--- config.mk ---
export PLATFORM = sky130hd
export DESIGN_NAME = pgwm_port
export DESIGN_NICKNAME = d
export VERILOG_FILES = /design/src/logic/pgwm_pkg.sv /design/src/logic/pgwm_port.sv /design/src/logic/pgwm_pin_select.sv
export SDC_FILE = /design/constraint.sdc
export NUM_CORES = 1
export LEC_CHECK = 0
export BUFFER_PORTS_ARGS = -buffer_cell sky130_fd_sc_hd__buf_2
export CAP_MARGIN = 10
export CORE_ASPECT_RATIO = 0.75
export CORE_UTILIZATION = 33
export CTS_CLUSTER_SIZE = 30
export DETAILED_ROUTE_END_ITERATION = 12
export HOLD_SLACK_MARGIN = 0.05
export PLACE_DENSITY = 0.59
export SYNTH_ARGS = -nofsm -noshare
export SYNTH_HDL_FRONTEND = slang
export SYNTH_SLANG_ARGS = --single-unit
--- constraint.sdc ---
create_clock -name clk_sys -period 6.4 [get_ports clk_sys]
set_input_delay 0.64 -clock clk_sys [delete_from_list [all_inputs] [get_ports clk_sys]]
set_output_delay 0.64 -clock clk_sys [all_outputs]
set_load 0.01 [all_outputs]
--- src/logic/pgwm_pkg.sv ---
// Package of constants for the eight-pin port with wakeup and segment sharing
package pgwm_pkg;
  localparam int PORT_WIDTH = 8;
  localparam int SEGMENT_FIELD_WIDTH = 4;
  localparam int ADDR_WIDTH = 16;
  localparam logic [ADDR_WIDTH-1:0] ADDR_FUNC_SEL = 16'hffcc;
  localparam logic [ADDR_WIDTH-1:0] ADDR_OUT_DATA = 16'hffd8;
  localparam logic [ADDR_WIDTH-1:0] ADDR_PULLUP = 16'hffe2;
  localparam logic [ADDR_WIDTH-1:0] ADDR_DIRECTION = 16'hffe8;
  localparam logic [7:0] RST_FUNC_SEL = 8'h00;
  localparam logic [7:0] RST_OUT_DATA = 8'h00;
  localparam logic [7:0] RST_PULLUP = 8'h00;
  localparam logic [7:0] RST_DIRECTION = 8'h00;
  localparam logic [7:0] DIRECTION_READ = 8'hff;
  localparam int SEGMENT_SELECT_BIT = 3;
  typedef enum logic [2:0] {
    PGWM_ACTIVE,
    PGWM_SUBACTIVE,
    PGWM_SLEEP,
    PGWM_SUBSLEEP,
    PGWM_WATCH,
    PGWM_STANDBY
  } pgwm_mode_e;
endpackage : pgwm_pkg

--- src/logic/pgwm_port.sv ---
// Top of the eight-pin port: APB registers, pin drive, power-mode hold
//
// Local design decision: the APB register port.
`timescale 1ns/1ps
module pgwm_port
  import pgwm_pkg::*;
#(
  parameter int WIDTH = PORT_WIDTH
)
(
  // Clock and reset
  input wire logic clk_sys,
  input wire logic rst,
  // APB slave
  input wire logic psel,
  input wire logic penable,
  input wire logic pwrite,
  input wire logic [31:0] paddr,
  input wire logic [31:0] pwdata,
  input wire logic [3:0] pstrb,
  output logic [31:0] prdata,
  output logic pready,
  output logic pslverr,
  // Power mode and LCD field
  input wire pgwm_pkg::pgwm_mode_e powerMode,
  input wire logic [pgwm_pkg::SEGMENT_FIELD_WIDTH-1:0] lcdSegmentSelectField,
  // Pins, output enable low while driving
  input wire logic [WIDTH-1:0] generalIoPinIn,
  output logic [WIDTH-1:0] generalIoPinOut,
  output logic [WIDTH-1:0] generalIoPinOeN,
  output logic [WIDTH-1:0] pullupOn,
  // Wakeup and segment hand-over
  output logic [WIDTH-1:0] wakeupRequestInput,
  output logic [WIDTH-1:0] lcdSegmentOutputEn
);
  import pgwm_pkg::*;

  logic [WIDTH-1:0] portOutputData;
  logic [WIDTH-1:0] portDirection;
  logic [WIDTH-1:0] portPullupEnable;
  logic [WIDTH-1:0] pinFunctionSelect;
  logic [WIDTH-1:0] pinSample;
  logic [WIDTH-1:0] next_drive;
  logic [WIDTH-1:0] next_level;
  logic [WIDTH-1:0] next_pullup;
  logic [WIDTH-1:0] next_wakeEn;
  logic [WIDTH-1:0] next_segmentOwn;
  logic wrStrobe;
  logic rdSetup;
  logic [ADDR_WIDTH-1:0] addr;
  logic mapped;
  logic lowByte;
  logic running;
  logic holding;

  function automatic logic hit(input logic [ADDR_WIDTH-1:0] a, input logic [ADDR_WIDTH-1:0] r);
    hit = (a == r);
  endfunction : hit

  assign addr = paddr[ADDR_WIDTH-1:0];
  assign mapped = (paddr[31:ADDR_WIDTH] == '0) && (hit(addr, ADDR_FUNC_SEL)
    || hit(addr, ADDR_OUT_DATA) || hit(addr, ADDR_PULLUP) || hit(addr, ADDR_DIRECTION));
  assign wrStrobe = psel && penable && pwrite && pready;
  assign rdSetup = psel && !penable && !pwrite;
  assign lowByte = pstrb[0];
  assign running = (powerMode == PGWM_ACTIVE) || (powerMode == PGWM_SUBACTIVE);
  assign holding = (powerMode == PGWM_SLEEP) || (powerMode == PGWM_SUBSLEEP)
    || (powerMode == PGWM_WATCH);

  // Registers
  always_ff @(posedge clk_sys or posedge rst)
  begin
    if (rst)
    begin
      portOutputData <= RST_OUT_DATA;
      portDirection <= RST_DIRECTION;
      portPullupEnable <= RST_PULLUP;
      pinFunctionSelect <= RST_FUNC_SEL;
    end
    else if (wrStrobe && lowByte)
    begin
      if (hit(addr, ADDR_OUT_DATA))
        portOutputData <= pwdata[WIDTH-1:0];
      if (hit(addr, ADDR_DIRECTION))
        portDirection <= pwdata[WIDTH-1:0];
      if (hit(addr, ADDR_PULLUP))
        portPullupEnable <= pwdata[WIDTH-1:0];
      if (hit(addr, ADDR_FUNC_SEL))
        pinFunctionSelect <= pwdata[WIDTH-1:0];
    end
  end

  // Pin sample register
  always_ff @(posedge clk_sys or posedge rst)
  begin
    if (rst)
      pinSample <= '0;
    else
      pinSample <= generalIoPinIn;
  end

  // APB answer: one wait-free access phase
  always_ff @(posedge clk_sys or posedge rst)
  begin
    if (rst)
    begin
      pready <= 1'b0;
      pslverr <= 1'b0;
      prdata <= '0;
    end
    else
    begin
      pready <= psel && !penable;
      pslverr <= psel && !penable && !mapped;
      if (rdSetup)
      begin
        prdata <= '0;
        if (hit(addr, ADDR_OUT_DATA))
          prdata[WIDTH-1:0] <= (portDirection & portOutputData)
            | (~portDirection & pinSample);
        if (hit(addr, ADDR_DIRECTION))
          prdata[WIDTH-1:0] <= DIRECTION_READ[WIDTH-1:0];
        if (hit(addr, ADDR_PULLUP))
          prdata[WIDTH-1:0] <= portPullupEnable;
        if (hit(addr, ADDR_FUNC_SEL))
          prdata[WIDTH-1:0] <= pinFunctionSelect;
      end
    end
  end

  pgwm_pin_select #(
    .WIDTH(WIDTH)
  ) u_select (
    .direction(portDirection),
    .outData(portOutputData),
    .pullupEn(portPullupEnable),
    .funcSel(pinFunctionSelect),
    .segmentField(lcdSegmentSelectField),
    .next_drive(next_drive),
    .next_level(next_level),
    .next_pullup(next_pullup),
    .next_wakeEn(next_wakeEn),
    .next_segmentOwn(next_segmentOwn)
  );

  // Pin outputs: float in reset/standby, hold in sleep modes
  always_ff @(posedge clk_sys or posedge rst)
  begin
    if (rst)
    begin
      generalIoPinOut <= '0;
      generalIoPinOeN <= '1;
      pullupOn <= '0;
      wakeupRequestInput <= '0;
      lcdSegmentOutputEn <= '0;
    end
    else if (running)
    begin
      generalIoPinOut <= next_level;
      generalIoPinOeN <= ~next_drive;
      pullupOn <= next_pullup;
      wakeupRequestInput <= next_wakeEn;
      lcdSegmentOutputEn <= next_segmentOwn;
    end
    else if (!holding)
    begin
      generalIoPinOeN <= '1;
      pullupOn <= next_pullup;
    end
  end

  // Assertions
  property p_readback;
    @(posedge clk_sys) disable iff (rst)
    (rdSetup && hit(addr, ADDR_OUT_DATA)) |=> prdata[WIDTH-1:0] ==
      (($past(portDirection) & $past(portOutputData))
      | (~$past(portDirection) & $past(pinSample)));
  endproperty
  a_readback: assert property (p_readback) else $error("port read mismatch");

  property p_dir_ones;
    @(posedge clk_sys) disable iff (rst)
    (rdSetup && hit(addr, ADDR_DIRECTION)) |=> prdata == {24'h000000, DIRECTION_READ};
  endproperty
  a_dir_ones: assert property (p_dir_ones) else $error("direction read not ones");

  property p_pullup_read;
    @(posedge clk_sys) disable iff (rst)
    (rdSetup && hit(addr, ADDR_PULLUP)) |=> prdata[WIDTH-1:0] == $past(portPullupEnable);
  endproperty
  a_pullup_read: assert property (p_pullup_read) else $error("pull-up read bad");

  property p_func_read;
    @(posedge clk_sys) disable iff (rst)
    (rdSetup && hit(addr, ADDR_FUNC_SEL)) |=> prdata[WIDTH-1:0] == $past(pinFunctionSelect);
  endproperty
  a_func_read: assert property (p_func_read) else $error("mode read bad");

  property p_write_data;
    @(posedge clk_sys) disable iff (rst)
    (wrStrobe && lowByte && hit(addr, ADDR_OUT_DATA)) |=> portOutputData == $past(pwdata[WIDTH-1:0]);
  endproperty
  a_write_data: assert property (p_write_data) else $error("data write lost");

  property p_write_dir;
    @(posedge clk_sys) disable iff (rst)
    (wrStrobe && lowByte && hit(addr, ADDR_DIRECTION)) |=> portDirection == $past(pwdata[WIDTH-1:0]);
  endproperty
  a_write_dir: assert property (p_write_dir) else $error("direction write lost");

  property p_write_pullup;
    @(posedge clk_sys) disable iff (rst)
    (wrStrobe && lowByte && hit(addr, ADDR_PULLUP)) |=> portPullupEnable == $past(pwdata[WIDTH-1:0]);
  endproperty
  a_write_pullup: assert property (p_write_pullup) else $error("pull-up write lost");

  property p_write_func;
    @(posedge clk_sys) disable iff (rst)
    (wrStrobe && lowByte && hit(addr, ADDR_FUNC_SEL)) |=> pinFunctionSelect == $past(pwdata[WIDTH-1:0]);
  endproperty
  a_write_func: assert property (p_write_func) else $error("mode write lost");

  property p_strobe_off;
    @(posedge clk_sys) disable iff (rst)
    (wrStrobe && !lowByte) |=> $stable(portOutputData) && $stable(portDirection)
      && $stable(portPullupEnable) && $stable(pinFunctionSelect);
  endproperty
  a_strobe_off: assert property (p_strobe_off) else $error("masked write landed");

  property p_answer;
    @(posedge clk_sys) disable iff (rst)
    (psel && !penable) |=> pready && (pslverr == !$past(mapped));
  endproperty
  a_answer: assert property (p_answer) else $error("bus answer wrong");

  property p_level;
    @(posedge clk_sys) disable iff (rst)
    running |=> generalIoPinOut == $past(portOutputData);
  endproperty
  a_level: assert property (p_level) else $error("pin level wrong");

  property p_drive;
    @(posedge clk_sys) disable iff (rst)
    running |=> generalIoPinOeN == ~($past(portDirection) & ~$past(pinFunctionSelect)
      & {WIDTH{!$past(lcdSegmentSelectField[SEGMENT_SELECT_BIT])}});
  endproperty
  a_drive: assert property (p_drive) else $error("drive enable wrong");

  property p_pullup;
    @(posedge clk_sys) disable iff (rst)
    running |=> pullupOn == ($past(portPullupEnable) & ~$past(portDirection)
      & ~{WIDTH{$past(lcdSegmentSelectField[SEGMENT_SELECT_BIT])}});
  endproperty
  a_pullup: assert property (p_pullup) else $error("pull-up wrong");

  property p_wake;
    @(posedge clk_sys) disable iff (rst)
    running |=> (wakeupRequestInput & ~generalIoPinOeN) == '0;
  endproperty
  a_wake: assert property (p_wake) else $error("wakeup pin driving");

  property p_wake_sel;
    @(posedge clk_sys) disable iff (rst)
    running |=> wakeupRequestInput == ($past(pinFunctionSelect)
      & ~{WIDTH{$past(lcdSegmentSelectField[SEGMENT_SELECT_BIT])}});
  endproperty
  a_wake_sel: assert property (p_wake_sel) else $error("wakeup select wrong");

  property p_segment;
    @(posedge clk_sys) disable iff (rst)
    (running && lcdSegmentSelectField[SEGMENT_SELECT_BIT]) |=>
      lcdSegmentOutputEn == '1 && generalIoPinOeN == '1 && wakeupRequestInput == '0;
  endproperty
  a_segment: assert property (p_segment) else $error("segment hand-over wrong");

  property p_hold;
    @(posedge clk_sys) disable iff (rst)
    holding |=> $stable(generalIoPinOeN) && $stable(generalIoPinOut);
  endproperty
  a_hold: assert property (p_hold) else $error("pins not held");

  property p_standby;
    @(posedge clk_sys) disable iff (rst)
    (powerMode == PGWM_STANDBY) |=> generalIoPinOeN == '1;
  endproperty
  a_standby: assert property (p_standby) else $error("pin driven in standby");

  property p_reset_float;
    @(posedge clk_sys)
    rst |-> generalIoPinOeN == '1 && pullupOn == '0 && wakeupRequestInput == '0;
  endproperty
  a_reset_float: assert property (p_reset_float) else $error("pins active in reset");

  property p_reset_regs;
    @(posedge clk_sys)
    rst |-> portOutputData == RST_OUT_DATA && portDirection == RST_DIRECTION
      && portPullupEnable == RST_PULLUP && pinFunctionSelect == RST_FUNC_SEL;
  endproperty
  a_reset_regs: assert property (p_reset_regs) else $error("registers not cleared");

  c_write: cover property (@(posedge clk_sys) disable iff (rst) wrStrobe);
  c_drive: cover property (@(posedge clk_sys) disable iff (rst) generalIoPinOeN != '1);
  c_wake: cover property (@(posedge clk_sys) disable iff (rst) wakeupRequestInput != '0);
  c_segment: cover property (@(posedge clk_sys) disable iff (rst) lcdSegmentOutputEn == '1);
  c_hold: cover property (@(posedge clk_sys) disable iff (rst) holding);
endmodule : pgwm_port

--- src/logic/pgwm_pin_select.sv ---
// Per-pin function selection for the port
`timescale 1ns/1ps
module pgwm_pin_select
  import pgwm_pkg::*;
#(
  parameter int WIDTH = PORT_WIDTH
)
(
  // Settings
  input wire logic [WIDTH-1:0] direction,
  input wire logic [WIDTH-1:0] outData,
  input wire logic [WIDTH-1:0] pullupEn,
  input wire logic [WIDTH-1:0] funcSel,
  input wire logic [pgwm_pkg::SEGMENT_FIELD_WIDTH-1:0] segmentField,
  // Decoded pin controls
  output logic [WIDTH-1:0] next_drive,
  output logic [WIDTH-1:0] next_level,
  output logic [WIDTH-1:0] next_pullup,
  output logic [WIDTH-1:0] next_wakeEn,
  output logic [WIDTH-1:0] next_segmentOwn
);
  import pgwm_pkg::*;

  always_comb
  begin
    for (int n = 0; n < WIDTH; n++)
    begin
      next_segmentOwn[n] = segmentField[SEGMENT_SELECT_BIT];
      next_wakeEn[n] = !next_segmentOwn[n] && funcSel[n];
      next_drive[n] = !next_segmentOwn[n] && !funcSel[n] && direction[n];
      next_level[n] = outData[n];
      next_pullup[n] = !next_segmentOwn[n] && !direction[n] && pullupEn[n];
    end
  end
endmodule : pgwm_pin_select

==> results.md <==
- Syn. warnings: 0
- Initial antenna violation count: 0
- CP Capture Type: register
- Tmin final: ~2.4 ns
- Worst min path class: in -> reg
- Die Area: 12400 um^2
- Resize count post-CTS: 0
- Mapped Area: between 3000 and 4000 um^2
- Status: finished, final reports clean
- Power, Total: 1.10 mW
- Distinct cell type count after synthesis: 43
- Delay of the slowest cell on the worst path: between 0.6 and 0.7 ns
- Final hold violation count: 0
- Final setup violation count: 0
- Hold-fix buffers at CTS: 0
- Mean Syn Cell Area: about 11 um^2
- Vias in the first global route: 2820
- Fin. max-slew vios: 0
- Crit-path leading delay family: simple AND/OR/NAND/NOR gates
- Worst rel slew slack: 0.281
- Clock transition at the registers of the reported paths: 0.06 ns
- CTS max path bufs: 2
- Starting Density: 0.339
- GRT overflow: 0
- Avg WL per Cell: 15.7 um
- DR pass1 iterations: 4
- Largest area contributor in the netlist: dfrtp_1
- Ant. Diodes: 0
- Htree depth: 3
- First-pass GRT wire length: roughly 15000 um
- Prevailing post-synth register cell: dfrtp_1
- Share of layout cells above drive strength 1: 0.414
- Synth async-reset ratio: 1.00
- DR vias: 2867
- Die Ht: slightly below 100 um
- Tcrit/Tclk final: 0.378
- Critical-path cell list: buf_2 > nand4_2 > nand4bb_1 > nand2b_1 > mux2_1
- Tot GR Track Use: 0.164
- P&R area growth vs syn: 21.5%
- FMAX: 413 MHz
- Critical setup path kind: in -> reg
- CP bufs+invs: 1
- Seq cells post-synth: 83
- Slowest cell on crit path: nand4bb_1
- Boundary pin count: 162
- Antenna Nets Post-Route: 0
- Root Buffer: clkbuf_16
- Clock power share: 0.444
- DP Wirelength: 7080 um
- Pin count of the biggest net entering global routing: 84
- Comb power frac: 0.072
- Port buffer count: 107
- P_int: between 0.8 and 0.9 mW
- P_sw: 0.248 mW
- Max Cap Viol: 0
- TritonCTS clock tree: built
- Skew-Pair Late Insertion Delay: between 0.3 and 0.4 ns
- Final wirelength: 9720 um
- Power Density: 229 nW/um^2
- Worst Path Arrival: 2.63 ns
- Worst Path Required: 6.61 ns
- Post-synthesis cell count: 351
- Count leader, synth: dfrtp_1
- Commonest cells post-synth: dfrtp_1 (75), nand2_1 (61), mux2_2 (40), buf_4 (31), nor2_1 (21)
- CP startpoint kind: input pin
- DIE WIDTH: 128 um
- DRT iter0 DRCs: approximately 140
- Nets@finish: 540
- Sequential power share: 0.484
- FP Rows: 34
- Actual slew at the worst max-slew pin: 1.07 ns
- Yosys top cell area share: 0.476
- Synth top area cells: dfrtp_1 (48%), mux2_2 (11%), buf_4 (5.9%), nand2_1 (5.8%), dfstp_2 (5.3%)
- Core area: 11600 um^2
- TritonCTS Sinks: 83
- Sequential-to-total area share from yosys stat: 0.530
- Hold WS: between 0.4 and 0.5 ns
- Placement Cell Area: 4510 um^2
- Final Skew: 0.00319 ns
- Inserted Clock Buffers: 9
- Setup bufs post-CTS: 0
- Final non-filler cell area: 4790 um^2
- Switching part of the total: 0.226
- IR drop worst, VDD: 0.130 mV
- Post-synth EDFFs: 0
- Placer congestion estimate: 0.796
- DRC Markers: 0
- TNS Setup: 0 ns
- Leak: 2.48 nW
- RSZ-0062 raised after global routing: false
- Vias/cell: approximately 4.6
- Crit-path max FO: 9
-- path summary, 6_finish.rpt --
check	from	slack (ns)	depth (start not counted)	endpoint
worst max-delay path	paddr[11]	3.98	5	portPullupEnable[3]
min in group asynchronous	rst	0.64	3	lcdSegmentOutputEn[0]
worst min-delay path	generalIoPinIn[6]	0.41	1	pinSample[6]
worst max register to register	pready	4.63	4	portDirection[7]
worst min register to register	pullupOn[1]	0.46	2	pullupOn[1]
max in group asynchronous	rst	5.10	3	pullupOn[2]
-- power groups by stage --
stage                     sequential (mW)  clock, mW  combinational [mW]
final                               0.531      0.488              0.0790
after global routing                0.532      0.526              0.0882
after detailed placement            0.541          0              0.0803
after floorplan                     0.541          0              0.0585
after global placement              0.541          0              0.0787
after CTS                           0.532      0.502              0.0802
-- kinds of logic (layout without fill, tap and decap cells) --
family | after synthesis | after routing | share of synthesized area
compound gates | 36 | 36 | 0.0816
xor+xnor | 2 | 2 | 0.00445
buf+inv | 52 | 135 | 0.0819
flops | 83 | 83 | 0.530
mux | 42 | 42 | 0.120
other cells | 1 | 24 | 0.000951
simple gates | 135 | 135 | 0.182
-- worst register-to-register path: stages, from the launching register on --
cell	delay, ns
dfrtp_1	0.35
nand2_1	0.07
nor2_1	0.20
nand4_1	0.54
mux2_2	0.49
-- routing by layer --
| metal | part of all wire | global-route usage |
|---|---|---|
| met5 | 0 | 0 |
| met4 | 0.0049 | 0.0434 |
| met3 | 0.070 | 0.0465 |
| met2 | 0.44 | 0.236 |
| met1 | 0.49 | 0.241 |
-- layout make-up --
| class | instances | area [um^2] |
|---|---|---|
| inverters | 10 | 38.8 |
| clock buffers | 14 | 274 |
| flip-flops and latches | 83 | 2090 |
| clock inverters | 2 | 10.0 |
| fillers | 1130 | 6820 |
| repair buffers | 109 | 551 |
| well taps | 162 | 203 |
| multi-input cells | 239 | 1630 |
-- through the flow --
step | utilization | instances | setup slack (ns)
final | 0.412 | 619 | 3.98
after global routing | 0.412 | 619 | 3.87
after CTS | 0.412 | 619 | 3.98
after detailed placement | 0.388 | 603 | 3.62
after global placement | 0.388 | 603 | 3.69
after floorplan | - | 374 | 3.64
-- placed cells by master, fill, tap and decap left out, types with 2 or more instances in the layout --
cell	n
nand2b_1	3
nand3b_1	8
dfstp_2	8
conb_1	24
clkbuf_1	2
mux2_2	40
a21oi_1	7
nor2b_1	10
nor4_1	5
clkbuf_16	9
nand2_1	61
dfrtp_1	75
nor2_1	21
o31ai_2	7
nand4_1	2
clkinv_2	3
clkbuf_8	3
buf_4	2
inv_1	9
nand3_1	10
nor4_4	2
a41oi_1	8
and2b_1	2
o32a_1	8
buf_2	107
Note: power is estimated with default switching activity, not from simulation.
